[src/hdl/bxa_pkg.sv]
// Shared constants and types of the base-x / sgmii negotiation block.
// Assumes one core clock at CLK_MHZ and a synchronous active-low reset.
package bxa_pkg;

  typedef logic [15:0] bxa_word_t;

  // ---------------------------------------------------------------
  // Timing
  // ---------------------------------------------------------------
  localparam real CLK_MHZ            = 40.0;
  localparam real LINK_TIME_BASEX_MS = 10.0;
  localparam real LINK_TIME_SGMII_MS = 1.6;
  localparam int  LINK_CYC_BASEX     = int'($ceil(LINK_TIME_BASEX_MS * 1000.0 * CLK_MHZ));
  localparam int  LINK_CYC_SGMII     = int'($ceil(LINK_TIME_SGMII_MS * 1000.0 * CLK_MHZ));
  localparam int  TIMER_W            = 19;
  localparam int  MATCH_COUNT        = 3;

  // ---------------------------------------------------------------
  // Ability word layout
  // ---------------------------------------------------------------
  localparam int        BIT_ACK      = 14;
  localparam int        BIT_LINK     = 15;
  localparam int        RFLT_LO      = 12;
  localparam int        PAUSE_LO     = 7;
  localparam int        SPEED_LO     = 10;
  localparam int        BIT_DUPLEX   = 12;
  localparam int        BUF_ERR_BIT  = 2;
  localparam bxa_word_t CFG_ZERO     = 16'h0000;
  localparam bxa_word_t ACK_MASK     = 16'h4000;
  localparam bxa_word_t SGMII_WORD   = 16'h0001;
  localparam bxa_word_t ADV_RESET    = 16'h0020;
  localparam logic [1:0] SPEED_1000  = 2'h2;

  // ---------------------------------------------------------------
  // Negotiation states, Gray coded along the usual path
  // ---------------------------------------------------------------
  typedef enum logic [2:0] {
    S_AN_ENABLE    = 3'h0,
    S_AN_RESTART   = 3'h1,
    S_ABILITY      = 3'h3,
    S_ACK_DETECT   = 3'h2,
    S_COMPLETE_ACK = 3'h6,
    S_IDLE_DETECT  = 3'h7,
    S_LINK_OK      = 3'h5,
    S_DISABLE      = 3'h4
  } bxa_state_t;

endpackage

[src/hdl/bxa_link_if.sv]
// Carrier between the negotiation controller, its link timer and matcher.
// Assumes all three parties run on the same core clock.
interface bxa_link_if;
  import bxa_pkg::*;
  logic      timer_start;
  logic      timer_sgmii;
  logic      timer_done;
  logic      rx_valid;
  bxa_word_t rx_word;
  logic      rx_idle;
  logic      frag;
  logic      buf_err;
  logic      ability_match;
  logic      ack_match;
  logic      idle_match;
  bxa_word_t match_word;
  modport ctl (output timer_start, timer_sgmii, rx_valid, rx_word, rx_idle, frag, buf_err,
               input  timer_done, ability_match, ack_match, idle_match, match_word);
  modport tmr (input timer_start, timer_sgmii, output timer_done);
  modport mat (input  rx_valid, rx_word, rx_idle, frag, buf_err,
               output ability_match, ack_match, idle_match, match_word);
endinterface

[src/hdl/bxa_link_timer.sv]
// Link timer: one-shot, restarted by the controller, length by standard.
// Assumes start is a one-cycle request from the controller.
module bxa_link_timer #(
  parameter int BASEX_CYCLES = bxa_pkg::LINK_CYC_BASEX,
  parameter int SGMII_CYCLES = bxa_pkg::LINK_CYC_SGMII
) (
  input  wire logic i_clk,
  input  wire logic i_rst_n,
  input  wire logic i_ce,
  bxa_link_if.tmr   lnk
);
  import bxa_pkg::*;

  localparam logic [TIMER_W-1:0] LIM_BASEX = TIMER_W'(BASEX_CYCLES - 1);
  localparam logic [TIMER_W-1:0] LIM_SGMII = TIMER_W'(SGMII_CYCLES - 1);

  typedef struct packed {
    logic [TIMER_W-1:0] cnt;
    logic [TIMER_W-1:0] lim;
    logic               done;
  } bxa_tmr_st_t;

  bxa_tmr_st_t st_r;
  bxa_tmr_st_t st_nxt;

  always_comb begin
    st_nxt = st_r;
    if (lnk.timer_start) begin
      st_nxt.cnt  = '0;
      st_nxt.done = 1'b0;
      st_nxt.lim  = lnk.timer_sgmii ? LIM_SGMII : LIM_BASEX;
    end else if (!st_r.done) begin
      if (st_r.cnt == st_r.lim) begin
        st_nxt.done = 1'b1;
      end else begin
        st_nxt.cnt = st_r.cnt + 1'b1;
      end
    end
  end

  always_ff @(posedge i_clk) begin
    if (!i_rst_n) begin
      st_r <= '0;
    end else if (i_ce) begin
      st_r <= st_nxt;
    end
  end

  assign lnk.timer_done = st_r.done;
endmodule

[src/hdl/bxa_rx_matcher.sv]
// Receive matcher: counts repeated ability words, acknowledges and idles.
// Assumes config and idle indications are never high in the same cycle.
module bxa_rx_matcher (
  input  wire logic i_clk,
  input  wire logic i_rst_n,
  input  wire logic i_ce,
  bxa_link_if.mat   lnk
);
  import bxa_pkg::*;

  localparam logic [1:0] FULL = 2'(MATCH_COUNT);

  typedef struct packed {
    bxa_word_t  last;
    logic [1:0] cnt;
    logic [1:0] ack_cnt;
    logic [1:0] idle_cnt;
  } bxa_mat_st_t;

  bxa_mat_st_t st_r;
  bxa_mat_st_t st_nxt;
  logic        same;

  always_comb begin
    st_nxt = st_r;
    same   = ({lnk.rx_word[15], lnk.rx_word[13:0]} == {st_r.last[15], st_r.last[13:0]});
    if (lnk.buf_err) begin
      // Slipped buffer: start counting afresh, negotiation itself goes on
      st_nxt.cnt      = 2'h0;
      st_nxt.ack_cnt  = 2'h0;
      st_nxt.idle_cnt = 2'h0;
    end else if (!lnk.frag) begin
      // Fragments from clock correction are skipped, never counted
      if (lnk.rx_valid) begin
        st_nxt.last     = lnk.rx_word;
        st_nxt.idle_cnt = 2'h0;
        st_nxt.cnt      = !same ? 2'h1 : (st_r.cnt == FULL) ? FULL : st_r.cnt + 2'h1;
        if (!lnk.rx_word[BIT_ACK]) begin
          st_nxt.ack_cnt = 2'h0;
        end else if (same && st_r.last[BIT_ACK]) begin
          st_nxt.ack_cnt = (st_r.ack_cnt == FULL) ? FULL : st_r.ack_cnt + 2'h1;
        end else begin
          st_nxt.ack_cnt = 2'h1;
        end
      end else if (lnk.rx_idle) begin
        st_nxt.cnt      = 2'h0;
        st_nxt.ack_cnt  = 2'h0;
        st_nxt.idle_cnt = (st_r.idle_cnt == FULL) ? FULL : st_r.idle_cnt + 2'h1;
      end
    end
  end

  always_ff @(posedge i_clk) begin
    if (!i_rst_n) begin
      st_r <= '0;
    end else if (i_ce) begin
      st_r <= st_nxt;
    end
  end

  assign lnk.ability_match = (st_r.cnt == FULL);
  assign lnk.ack_match     = (st_r.cnt == FULL) && (st_r.ack_cnt == FULL);
  assign lnk.idle_match    = (st_r.idle_cnt == FULL);
  assign lnk.match_word    = st_r.last;
endmodule

[src/hdl/bxa_autoneg.sv]
// Gigabit base-x / sgmii ability exchange controller with plain control ports.
// Assumes receive decode, sync detect and transmit encoding live outside.
//
// Notes on behaviour
// - Restart on reset, sync loss, partner restart or either restart input.
// - Send advertisement word, with fault, duplex and pause, while negotiating in base-x.
// - Advertisement also loads from vector, qualified by strobe with management.
// - Capture the partner's ability word while advertising.
// - Show partner remote fault and pause on status outputs.
// - Raise the negotiation-complete status bit when a cycle finishes.
// - Link timer lasts 10 ms in base-x and 1.6 ms in sgmii.
// - Sgmii words carry speed and duplex; mirror them on status outputs.
// - Sgmii phy mode forwards external phy abilities in the exchange.
// - Both link ends must agree on negotiation enabled or disabled.
// - 2.5G behaves as 1G; slow sgmii rates unsupported at 2.5G.
// - Interrupt enabled, disabled and cleared by control; disabled reads zero.
// - Interrupt rises on completion and holds until software writes zero; the code also clears it when the interrupt is disabled.
// - Idle pairs inserted or removed in the gap must not upset matching.
// - Use the correction count to skip ordered-set fragments.
// - Elastic buffer errors restart matching but negotiation still completes.
module bxa_autoneg #(
  parameter int BASEX_CYCLES = bxa_pkg::LINK_CYC_BASEX,
  parameter int SGMII_CYCLES = bxa_pkg::LINK_CYC_SGMII
) (
  input  wire  logic               i_clk,
  input  wire  logic               i_rst_n,
  input  wire  logic               i_ce,
  input  wire  logic               i_an_enable,
  input  wire  logic               i_restart_ctl,
  input  wire  logic               i_negotiation_restart_input,
  input  wire  logic               i_mgmt_present,
  input  wire  logic               i_adv_write,
  input  wire  bxa_pkg::bxa_word_t i_adv_wdata,
  input  wire  bxa_pkg::bxa_word_t i_advert_config_word,
  input  wire  logic               i_advert_config_strobe,
  input  wire  logic               i_sgmii_mode,
  input  wire  logic               i_sgmii_phy_mode,
  input  wire  bxa_pkg::bxa_word_t i_phy_abilities,
  input  wire  logic               i_rate_2g5,
  input  wire  logic               i_irq_enable,
  input  wire  logic               i_irq_status_write,
  input  wire  logic               i_irq_status_wdata,
  input  wire  logic               i_sync_ok,
  input  wire  logic               i_rx_config_valid,
  input  wire  bxa_pkg::bxa_word_t i_rx_config_word,
  input  wire  logic               i_rx_idle,
  input  wire  logic               i_second_correction_seq_enable,
  input  wire  logic [2:0]         i_clk_cor_cnt,
  input  wire  logic [2:0]         i_buf_status,
  output logic                     o_tx_config_en,
  output bxa_pkg::bxa_word_t       o_tx_config_word,
  output bxa_pkg::bxa_word_t       o_advert_word,
  output bxa_pkg::bxa_word_t       o_partner_ability,
  output logic                     o_an_complete,
  output logic                     o_negotiation_done_irq,
  output logic [1:0]               o_status_remote_fault,
  output logic [1:0]               o_status_pause,
  output logic [1:0]               o_status_speed,
  output logic                     o_status_duplex,
  output logic                     o_status_partner_link,
  output logic                     o_rate_unsupported
);
  import bxa_pkg::*;

  // ---------------------------------------------------------------
  // State
  // ---------------------------------------------------------------
  typedef struct packed {
    bxa_state_t state;
    logic       mode_sgmii;
    bxa_word_t  adv;
    bxa_word_t  partner;
    bxa_word_t  tx_word;
    logic       tx_en;
    logic       complete;
    logic       irq;
    logic       unsup;
  } bxa_ctl_st_t;

  bxa_ctl_st_t st_r;
  bxa_ctl_st_t st_nxt;
  logic        restart_any;
  logic        consistent;
  bxa_word_t   base_word;

  bxa_link_if lnk ();

  // ---------------------------------------------------------------
  // Helpers
  // ---------------------------------------------------------------
  bxa_link_timer #(
    .BASEX_CYCLES (BASEX_CYCLES),
    .SGMII_CYCLES (SGMII_CYCLES)
  ) u_timer (
    .i_clk   (i_clk),
    .i_rst_n (i_rst_n),
    .i_ce    (i_ce),
    .lnk     (lnk.tmr)
  );

  bxa_rx_matcher u_match (
    .i_clk   (i_clk),
    .i_rst_n (i_rst_n),
    .i_ce    (i_ce),
    .lnk     (lnk.mat)
  );

  assign lnk.rx_valid = i_rx_config_valid;
  assign lnk.rx_word  = i_rx_config_word;
  assign lnk.rx_idle  = i_rx_idle;
  // Correction count flags a cut ordered set; idle pair slips are harmless
  assign lnk.frag     = i_second_correction_seq_enable && (i_clk_cor_cnt != 3'h0);
  assign lnk.buf_err  = i_buf_status[BUF_ERR_BIT];

  // ---------------------------------------------------------------
  // Next state
  // ---------------------------------------------------------------
  always_comb begin
    st_nxt      = st_r;
    restart_any = i_restart_ctl || i_negotiation_restart_input || !i_sync_ok;
    consistent  = ({lnk.match_word[15], lnk.match_word[13:0]} ==
                   {st_r.partner[15], st_r.partner[13:0]});

    if (i_adv_write) begin
      st_nxt.adv = i_adv_wdata;
    end else if (!i_mgmt_present || i_advert_config_strobe) begin
      st_nxt.adv = i_advert_config_word;
    end

    case (st_r.state)
      S_AN_ENABLE: begin
        // Standard latched here so a mid-cycle switch finishes the old one
        st_nxt.mode_sgmii = i_sgmii_mode;
        st_nxt.state      = S_AN_RESTART;
      end
      S_AN_RESTART: begin
        if (lnk.timer_done) begin
          st_nxt.state = S_ABILITY;
        end
      end
      S_ABILITY: begin
        if (lnk.ability_match && (lnk.match_word != CFG_ZERO)) begin
          st_nxt.partner = lnk.match_word;
          st_nxt.state   = S_ACK_DETECT;
        end
      end
      S_ACK_DETECT: begin
        if (lnk.ack_match && consistent) begin
          st_nxt.state = S_COMPLETE_ACK;
        end else if (lnk.ability_match && !consistent) begin
          st_nxt.state = S_AN_ENABLE;
        end
      end
      S_COMPLETE_ACK: begin
        if (lnk.ability_match && !consistent) begin
          st_nxt.state = S_AN_ENABLE;
        end else if (lnk.timer_done) begin
          st_nxt.state = S_IDLE_DETECT;
        end
      end
      S_IDLE_DETECT: begin
        if (lnk.ability_match && (lnk.match_word == CFG_ZERO)) begin
          st_nxt.state = S_AN_ENABLE;
        end else if (lnk.timer_done && lnk.idle_match) begin
          st_nxt.state = S_LINK_OK;
        end
      end
      S_LINK_OK: begin
        // Fresh config words after idles mean the partner restarted
        if (lnk.ability_match) begin
          st_nxt.state = S_AN_ENABLE;
        end
      end
      S_DISABLE: begin
        st_nxt.state = S_AN_ENABLE;
      end
      default: begin
        st_nxt.state = S_AN_ENABLE;
      end
    endcase

    // No handshake tolerates one end disabled; that mismatch is unsupported
    if (!i_an_enable) begin
      st_nxt.state = S_DISABLE;
    end else if (restart_any) begin
      st_nxt.state = S_AN_ENABLE;
    end

    // 2.5G uses the same words and timer as 1G
    if (!st_nxt.mode_sgmii) begin
      base_word = st_nxt.adv;
    end else if (i_sgmii_phy_mode) begin
      base_word = i_phy_abilities | SGMII_WORD;
    end else begin
      base_word = SGMII_WORD;
    end

    case (st_nxt.state)
      S_ABILITY: begin
        st_nxt.tx_word = base_word;
        st_nxt.tx_en   = 1'b1;
      end
      S_ACK_DETECT, S_COMPLETE_ACK: begin
        st_nxt.tx_word = base_word | ACK_MASK;
        st_nxt.tx_en   = 1'b1;
      end
      S_AN_ENABLE, S_AN_RESTART: begin
        st_nxt.tx_word = CFG_ZERO;
        st_nxt.tx_en   = 1'b1;
      end
      default: begin
        st_nxt.tx_word = CFG_ZERO;
        st_nxt.tx_en   = 1'b0;
      end
    endcase

    st_nxt.complete = (st_nxt.state == S_LINK_OK);
    st_nxt.unsup    = i_rate_2g5 && st_nxt.mode_sgmii && st_nxt.complete &&
                      (st_nxt.partner[SPEED_LO+1:SPEED_LO] != SPEED_1000);

    // Clear first so that a completion in the same cycle wins
    if (!i_irq_enable || (i_irq_status_write && !i_irq_status_wdata)) begin
      st_nxt.irq = 1'b0;
    end
    if (i_irq_enable && st_nxt.complete && !st_r.complete) begin
      st_nxt.irq = 1'b1;
    end
  end

  assign lnk.timer_start = (st_nxt.state != st_r.state) &&
                           ((st_nxt.state == S_AN_RESTART) ||
                            (st_nxt.state == S_COMPLETE_ACK) ||
                            (st_nxt.state == S_IDLE_DETECT));
  assign lnk.timer_sgmii = st_nxt.mode_sgmii;

  // ---------------------------------------------------------------
  // Registers
  // ---------------------------------------------------------------
  always_ff @(posedge i_clk) begin
    if (!i_rst_n) begin
      st_r       <= '0;
      st_r.adv   <= ADV_RESET;
    end else if (i_ce) begin
      st_r <= st_nxt;
    end
  end

  // ---------------------------------------------------------------
  // Outputs
  // ---------------------------------------------------------------
  assign o_tx_config_en         = st_r.tx_en;
  assign o_tx_config_word       = st_r.tx_word;
  assign o_advert_word          = st_r.adv;
  assign o_partner_ability      = st_r.partner;
  assign o_an_complete          = st_r.complete;
  assign o_negotiation_done_irq = st_r.irq && i_irq_enable;
  assign o_status_remote_fault  = st_r.partner[RFLT_LO+1:RFLT_LO];
  assign o_status_pause         = st_r.partner[PAUSE_LO+1:PAUSE_LO];
  assign o_status_speed         = st_r.partner[SPEED_LO+1:SPEED_LO];
  assign o_status_duplex        = st_r.partner[BIT_DUPLEX];
  assign o_status_partner_link  = st_r.partner[BIT_LINK];
  assign o_rate_unsupported     = st_r.unsup;
endmodule

[config.mk]
export PLATFORM = sky130hd
export DESIGN_NAME = bxa_autoneg
export DESIGN_NICKNAME = d
export VERILOG_FILES = /design/src/hdl/bxa_pkg.sv /design/src/hdl/bxa_link_if.sv /design/src/hdl/bxa_link_timer.sv /design/src/hdl/bxa_rx_matcher.sv /design/src/hdl/bxa_autoneg.sv
export SDC_FILE = /design/constraint.sdc
export NUM_CORES = 1
export LEC_CHECK = 0
export BUFFER_PORTS_ARGS = -buffer_cell sky130_fd_sc_hd__buf_2
export CAP_MARGIN = 15
export CORE_MARGIN = 2
export CORE_UTILIZATION = 45
export CTS_CLUSTER_SIZE = 28
export DETAILED_ROUTE_END_ITERATION = 7
export PLACE_DENSITY = 0.67
export SETUP_SLACK_MARGIN = 0.15
export SLEW_MARGIN = 15
export SYNTH_ARGS = -nofsm -noshare
export SYNTH_HDL_FRONTEND = slang
export SYNTH_SLANG_ARGS = --single-unit
[constraint.sdc]
create_clock -name i_clk -period 3.38 [get_ports i_clk]
set_clock_uncertainty 0.05 [all_clocks]
set_input_delay 0.338 -clock i_clk [delete_from_list [all_inputs] [get_ports i_clk]]
set_output_delay 0.338 -clock i_clk [all_outputs]
set_load 0.005 [all_outputs]
**Yosys cells after proc, flatten, opt, wreduce, memory -nomap -nowiden**

Index checks and enable logic that the tools add are counted.

- Register bits: 117
- Bits of input ports: 89
- Output and inout port bits: 60
- Logic and storage cells: 129

- Add/subtract/negate cells: 4
- Equality and inequality tests: 24
- Mux-type cells: 39
- Bitwise operators: 2
- Reductions and logical operators: 43

Operators with widths:

| kind | number |
|---|---|
| two-way mux 19 bit | 4 |
| two-way mux 16 bit | 4 |
| one-hot mux 17 bit (3 select lines) | 1 |
| two-way mux 3 bit | 11 |
| equality test 15 bit | 2 |
| two-way mux 12 bit | 2 |
| two-way mux 6 bit | 4 |
| one-hot mux 3 bit (8 select lines) | 1 |
| equality test 3 bit, second input constant | 7 |
| adder 19 x 1 -> 19 bit, second input constant | 1 |
| equality test 19 bit | 1 |
| logical AND 1 bit | 16 |
| logical NOT 16 bit | 1 |
| nonzero test 16 bit | 1 |
| equality test 3 x 2 -> 1 bit, second input constant | 4 |
| two-way mux 2 bit | 6 |
| AND reduction 3 bit | 3 |
| inequality test 2 bit, second input constant | 4 |
| adder 2 x 1 -> 2 bit, second input constant | 3 |
| equality test 2 bit, second input constant | 3 |
| equality test 3 x 1 -> 1 bit, second input constant | 2 |
| logical NOT 1 bit | 6 |
| logical NOT 3 bit | 2 |
| logical OR 1 bit | 6 |
| other kinds (8) | 17 |

**Depth between registers and ports, before layout**

- Depth in word-level cells: 14
- Gate-level depth with buffers: 11
- Depth with buffers taken out: 10

**Cells and area by module**

From an unflattened synthesis, not the netlist that was laid out.

- Cells, all modules: 734
- Area total of the unflattened synthesis: 6099.6 sq um

Modules (own cells, without submodules):

| module | times used | cells each | area an instance (sq um) | sequential area each (sq um) |
|---|---|---|---|---|
| bxa_autoneg | 1 | 411 | 3504.6 | 1121.1 |
| bxa_link_timer | 1 | 180 | 1386.3 | 460.4 |
| bxa_rx_matcher | 1 | 143 | 1208.7 | 440.4 |

**Worst setup path after synthesis**

Ideal clock, no wire load.

- Kind: in2reg
- From: in i_negotiation_restart_input
- To: reg u_timer.st_r[36] in the netlist's numbering
- Library setup time: 122 ps
- Data arrival time: 2297 ps
- Required time: 3208 ps
- Slack: 911 ps
- Cell stages on the path: 8
- Path buffers: 0
- Cell sequence: or4bb_1 -> nor2_1 -> nand2_1 -> o2bb2ai_1 -> nand2b_1 -> a21boi_4 -> a21oi_4 -> a221o_1

- Longest elaborated chain between the ends: 10
- Elaborated cells between the ends (all ways): 15
- Classes of those cells: eq/ne (6); mux (3); reduce/logical (6)

RTL lines:

| item | RTL line | RTL |
|---|---|---|
| start: declaration | bxa_autoneg.sv:30 | `input wire logic i_negotiation_restart_input,` |
| logical OR 1 bit * (2 in series) | bxa_autoneg.sv:120 | `restart_any = i_restart_ctl \|\| i_negotiation_restart_input \|\| !i_sync_ok;` |
| two-way mux 3 bit * | bxa_autoneg.sv:185 | `end else if (restart_any) begin` |
| two-way mux 3 bit * | bxa_autoneg.sv:183 | `if (!i_an_enable) begin` |
| equality test 3 x 1 -> 1 bit / equality test 3 bit (equally long branches) | bxa_autoneg.sv:231, bxa_autoneg.sv:232 |  |
| logical OR 1 bit | bxa_autoneg.sv:231 | `((st_nxt.state == S_AN_RESTART) \|\|` |
| logical OR 1 bit | bxa_autoneg.sv:232 | `(st_nxt.state == S_COMPLETE_ACK) \|\|` |
| logical AND 1 bit * | bxa_autoneg.sv:230 | `assign lnk.timer_start = (st_nxt.state != st_r.state) &&` |
| inequality test 2 bit (no line) | - |  |
| AND reduction 3 bit (no line) | - |  |
| end signal: assignment | bxa_link_timer.sv:45 | `st_r <= st_nxt;` |
| end: declaration | bxa_link_timer.sv:23 | `bxa_tmr_st_t st_r;` |

Every way passes the cells marked *; elsewhere a longest branch is shown, timed or not.
A chain may end at the register's enable or synchronous reset.

**Worst setup path after layout**

- From: reg u_match.st_r, in the netlist u_match.lnk.match_word[1]
- To: reg u_timer.st_r[38] in the netlist's numbering

- Longest elaborated chain between the ends: 14
- Elaborated cells between the ends (all ways): 27
- Classes of those cells: eq/ne (7); mux (9); reduce/logical (11)

RTL lines:

| item | RTL line | RTL |
|---|---|---|
| start: declaration | bxa_rx_matcher.sv:20 | `bxa_mat_st_t st_r;` |
| start signal: assignment | bxa_rx_matcher.sv:57 | `st_r <= st_nxt;` |
| equality test 15 bit | bxa_autoneg.sv:121 | `consistent = ({lnk.match_word[15], lnk.match_word[13:0]} ==` |
| logical NOT 1 bit | bxa_autoneg.sv:150, bxa_autoneg.sv:155 |  |
| logical AND 1 bit | bxa_autoneg.sv:150, bxa_autoneg.sv:155 |  |
| two-way mux 3 bit | bxa_autoneg.sv:150 | `end else if (lnk.ability_match && !consistent) begin` |
| two-way mux 3 bit | bxa_autoneg.sv:148 | `if (lnk.ack_match && consistent) begin` |
| one-hot mux 3 bit (8 select lines) * | bxa_autoneg.sv:130 | `case (st_r.state)` |
| two-way mux 3 bit * | bxa_autoneg.sv:185 |  |
| two-way mux 3 bit * | bxa_autoneg.sv:183 |  |
| equality test 3 x 1 -> 1 bit / equality test 3 bit (equally long branches) | bxa_autoneg.sv:231, bxa_autoneg.sv:232 |  |
| logical OR 1 bit | bxa_autoneg.sv:231 |  |
| logical OR 1 bit | bxa_autoneg.sv:232 |  |
| logical AND 1 bit * | bxa_autoneg.sv:230 |  |
| inequality test 2 bit (no line) | - |  |
| AND reduction 3 bit (no line) | - |  |

Marked as above.

==> results.json <==
{
  "antenna_found_initial": 0,
  "ctsHoldBuffers": 0,
  "slew_headroom": 0.427,
  "place_hpwl_um": 10500,
  "cts_root_buf": "clkbuf_16",
  "synth_edf_count": 0,
  "yosysTopAreaCell": "dfxtp_1",
  "finalSetupTns_ps": 0,
  "die-area_um2": 13800,
  "n_antenna_cell": 0,
  "cts_tree": "yes",
  "antenna_left": 0,
  "synthTopCellsByArea": "dfxtp_1 (35%), mux2i_1 (8.4%), buf_4 (7.1%)",
  "grt_setup_unrepaired": "no",
  "wl_per_cell_um": 14.6,
  "arrival_ps": 3150,
  "nNetsFinal": 904,
  "synthesis.nets": 825,
  "gr-total-overflow": 0,
  "clk_pin_slew_ps": 70,
  "clkLatencyLatePin_ps": 350,
  "rows": 41,
  "gp_congestion": 0.845,
  "critPathKind": "flop to flop",
  "synth-adder-area-share": 0.00215,
  "crit_required_ps": 3560,
  "io_buffers": 145,
  "clock.fmax_mhz": 337,
  "routed_wl_um": 14400,
  "pin_count": 149,
  "drtIter0Drc": 329,
  "yosys.area_share.simple": 0.238,
  "clkSinkCount": 101,
  "setup_violations": 0,
  "remaining_drc_errors": 0,
  "start_kind": "flop",
  "synthToLayoutAreaGrowth_pct": 14.5,
  "synth_mux_area_frac": 0.0864,
  "setup_ws_ps": 410,
  "synth_top_area_frac": 0.348,
  "synth_top_family_by_area": "simple AND/OR/NAND/NOR gates",
  "die_x_um": 118,
  "async_flop_share": 0,
  "synth_area_per_cell_um2": 7.90,
  "crit_fanout": 17,
  "ir_worst_vdd_mv": 0.213,
  "fin_crit_ps": 2970,
  "htree_levels": 3,
  "drive_above_1_share": 0.232,
  "synth_flop_cell": "dfxtp_1",
  "p_leak_nw": 3.16,
  "cts_buffer_depth": 2,
  "core_um2": 12600,
  "rrSetupSlack_ps": 410,
  "vias_per_cell": 5.39,
  "status": "completed",
  "synth-compound-area-share": 0.169,
  "ys_seq_elements": 101,
  "place_ws_ps": 272,
  "chipHeight_um": 118,
  "synth_xor_area_frac": 0.0513,
  "first_pass_iters": 5,
  "worstMarginPinSlew_ps": 858,
  "hold_class": "input port to flop",
  "fill_cells": 1204,
  "grt_max_degree": 53,
  "end_kind": "flop",
  "yosys_warnings": 0,
  "yosysSeqAreaShare": 0.348,
  "maxSlewViolCount": 0,
  "fin_crit_sh": 0.879,
  "synthesis.area_um2": 5810,
  "power_density_nw_per_um2": 416,
  "vias": 5338,
  "hold_viol_final": 0,
  "numCtsBuffers": 9,
  "synth_cells": 735,
  "synth_cell_types": 63,
  "grt_first_pass_wirelength_um": 23800,
  "start_util": 0.460,
  "grtUsageTotal": 0.207,
  "grt_pass1_vias": 4912,
  "cap_violations": 0
}
[layout make-up]
class | instances | area, um^2 | share of cell area
Inverter | 16 | 60.1 | 0.00903
Tap cell | 172 | 215 | 0.0324
Clock buffer | 9 | 225 | 0.0339
Clock inverter | 7 | 121 | 0.0183
Sequential cell | 101 | 2020 | 0.304
Multi-Input combinational cell | 528 | 3180 | 0.479
Timing Repair Buffer | 158 | 823 | 0.124
[cells in the final DEF, fill, tap and decap left out, types with 5 or more instances in the layout]
master | synthesis | routed
inv_1 | 14 | 14
a21o_1 | 20 | 20
nand2b_1 | 5 | 5
nor4_1 | 14 | 14
o21ai_0 | 32 | 32
a211oi_1 | 5 | 5
a21oi_1 | 54 | 54
nor3_1 | 7 | 7
xnor2_1 | 21 | 21
dfxtp_1 | 101 | 101
and3_1 | 22 | 22
nand3_1 | 38 | 38
and2_1 | 6 | 6
nor2_1 | 70 | 70
xor2_1 | 13 | 13
clkbuf_16 | 0 | 9
nand2_1 | 100 | 100
mux2i_1 | 49 | 49
buf_4 | 55 | 13
buf_2 | 3 | 145
nand4_1 | 14 | 14
[path summary, 6_finish.rpt]
| check | from | endpoint | cells after the start |
|---|---|---|---|
| setup / recovery | u_match.lnk.match_word[1] | u_timer.st_r[38] | 9 |
| hold / removal | i_rx_config_word[13] | u_match.lnk.match_word[13] | 3 |
| setup reg to reg | u_match.lnk.match_word[1] | u_timer.st_r[38] | 9 |
| hold reg to reg | o_tx_config_word[2] | o_tx_config_word[2] | 2 |
[sequential cells by signal, indices dropped and copies added, names as in the netlist]
register                cells
o_advert_word              16
u_match.st_r                6
o_rate_unsupported          1
o_tx_config_en              1
u_timer.st_r               22
st_r                        5
o_tx_config_word           16
u_match.lnk.match_word     16
o_partner_ability          16
u_timer.lnk.timer_done      1
o_an_complete               1
[synth_stat cells (2+ instances only)]
library cell / number
nor4_1: 14
nand2_1: 100
a21oi_1: 54
o22ai_1: 3
nand2b_1: 5
o31a_1: 3
o31ai_1: 2
mux2i_1: 49
a21o_1: 20
o21ai_0: 32
nand3_1: 38
a22o_1: 3
or3_1: 2
o32ai_1: 2
buf_2: 3
or4_1: 2
a221o_1: 3
inv_2: 2
buf_1: 3
and3_1: 22
dfxtp_1: 101
nor2_1: 70
nand3b_1: 3
o211ai_1: 3
nand4_1: 14
xor2_1: 13
nor3_1: 7
clkbuf_1: 28
xnor2_1: 21
buf_4: 55
a211oi_1: 5
a31oi_1: 2
inv_1: 14
or2_2: 2
nor3b_1: 2
and2_1: 6
[through the flow]
step | util | total power [mW] | instance area (um^2) | hold slack [ps] | instances
5_1_grt | 0.527 | 2.88 | 6650 | 192 | 991
3_3_place_gp | 0.497 | 1.58 | 6270 | 388 | 972
4_1_cts | 0.524 | 2.78 | 6620 | 186 | 988
2_1_floorplan | - | 1.48 | 5810 | 382 | 735
3_5_place_dp | 0.497 | 1.59 | 6270 | 403 | 972
6_report | 0.527 | 2.77 | 6650 | 194 | 991
[metal layers]
layer,track usage,vias to the layer above,share of wire
met3,0.0455,16,0.048
met1,0.272,2492,0.46
met5,0,-,0
met4,0.0557,0,0.016
li1,-,2680,-
met2,0.343,150,0.48
[cell families after synthesis]
logic type,after synthesis
buffers and inverters,106
multiplexers,50
adder cells (fa/ha/maj),1
AND/OR/NAND/NOR,293
flip-flops,101
XOR/XNOR,34
AO/OA/AOI/OAI,150
[worst max-delay path, stage by stage (launching register included)]
cell and delay (ps):
dfxtp_1 450, xor2_1 110, nor4_1 370, nand4_1 210, o21a_2 300, o31ai_1 380
and2_1 240, o221ai_4 220, and3_1 250, a221o_1 260
[power breakdown]
| group | switching, mW | internal (mW) |
|---|---|---|
| clock | 0.473 | 0.728 |
| sequential | 0.0283 | 1.21 |
| combinational | 0.180 | 0.143 |
[timing repair]
| action | CTS | global route |
|---|---|---|
| setup buffers | 0 | 3 |
| gates resized for setup | 0 | 1 |
| endpoints found under the setup margin | 0 | 16 |
Note: power is estimated with default switching activity, not from simulation.
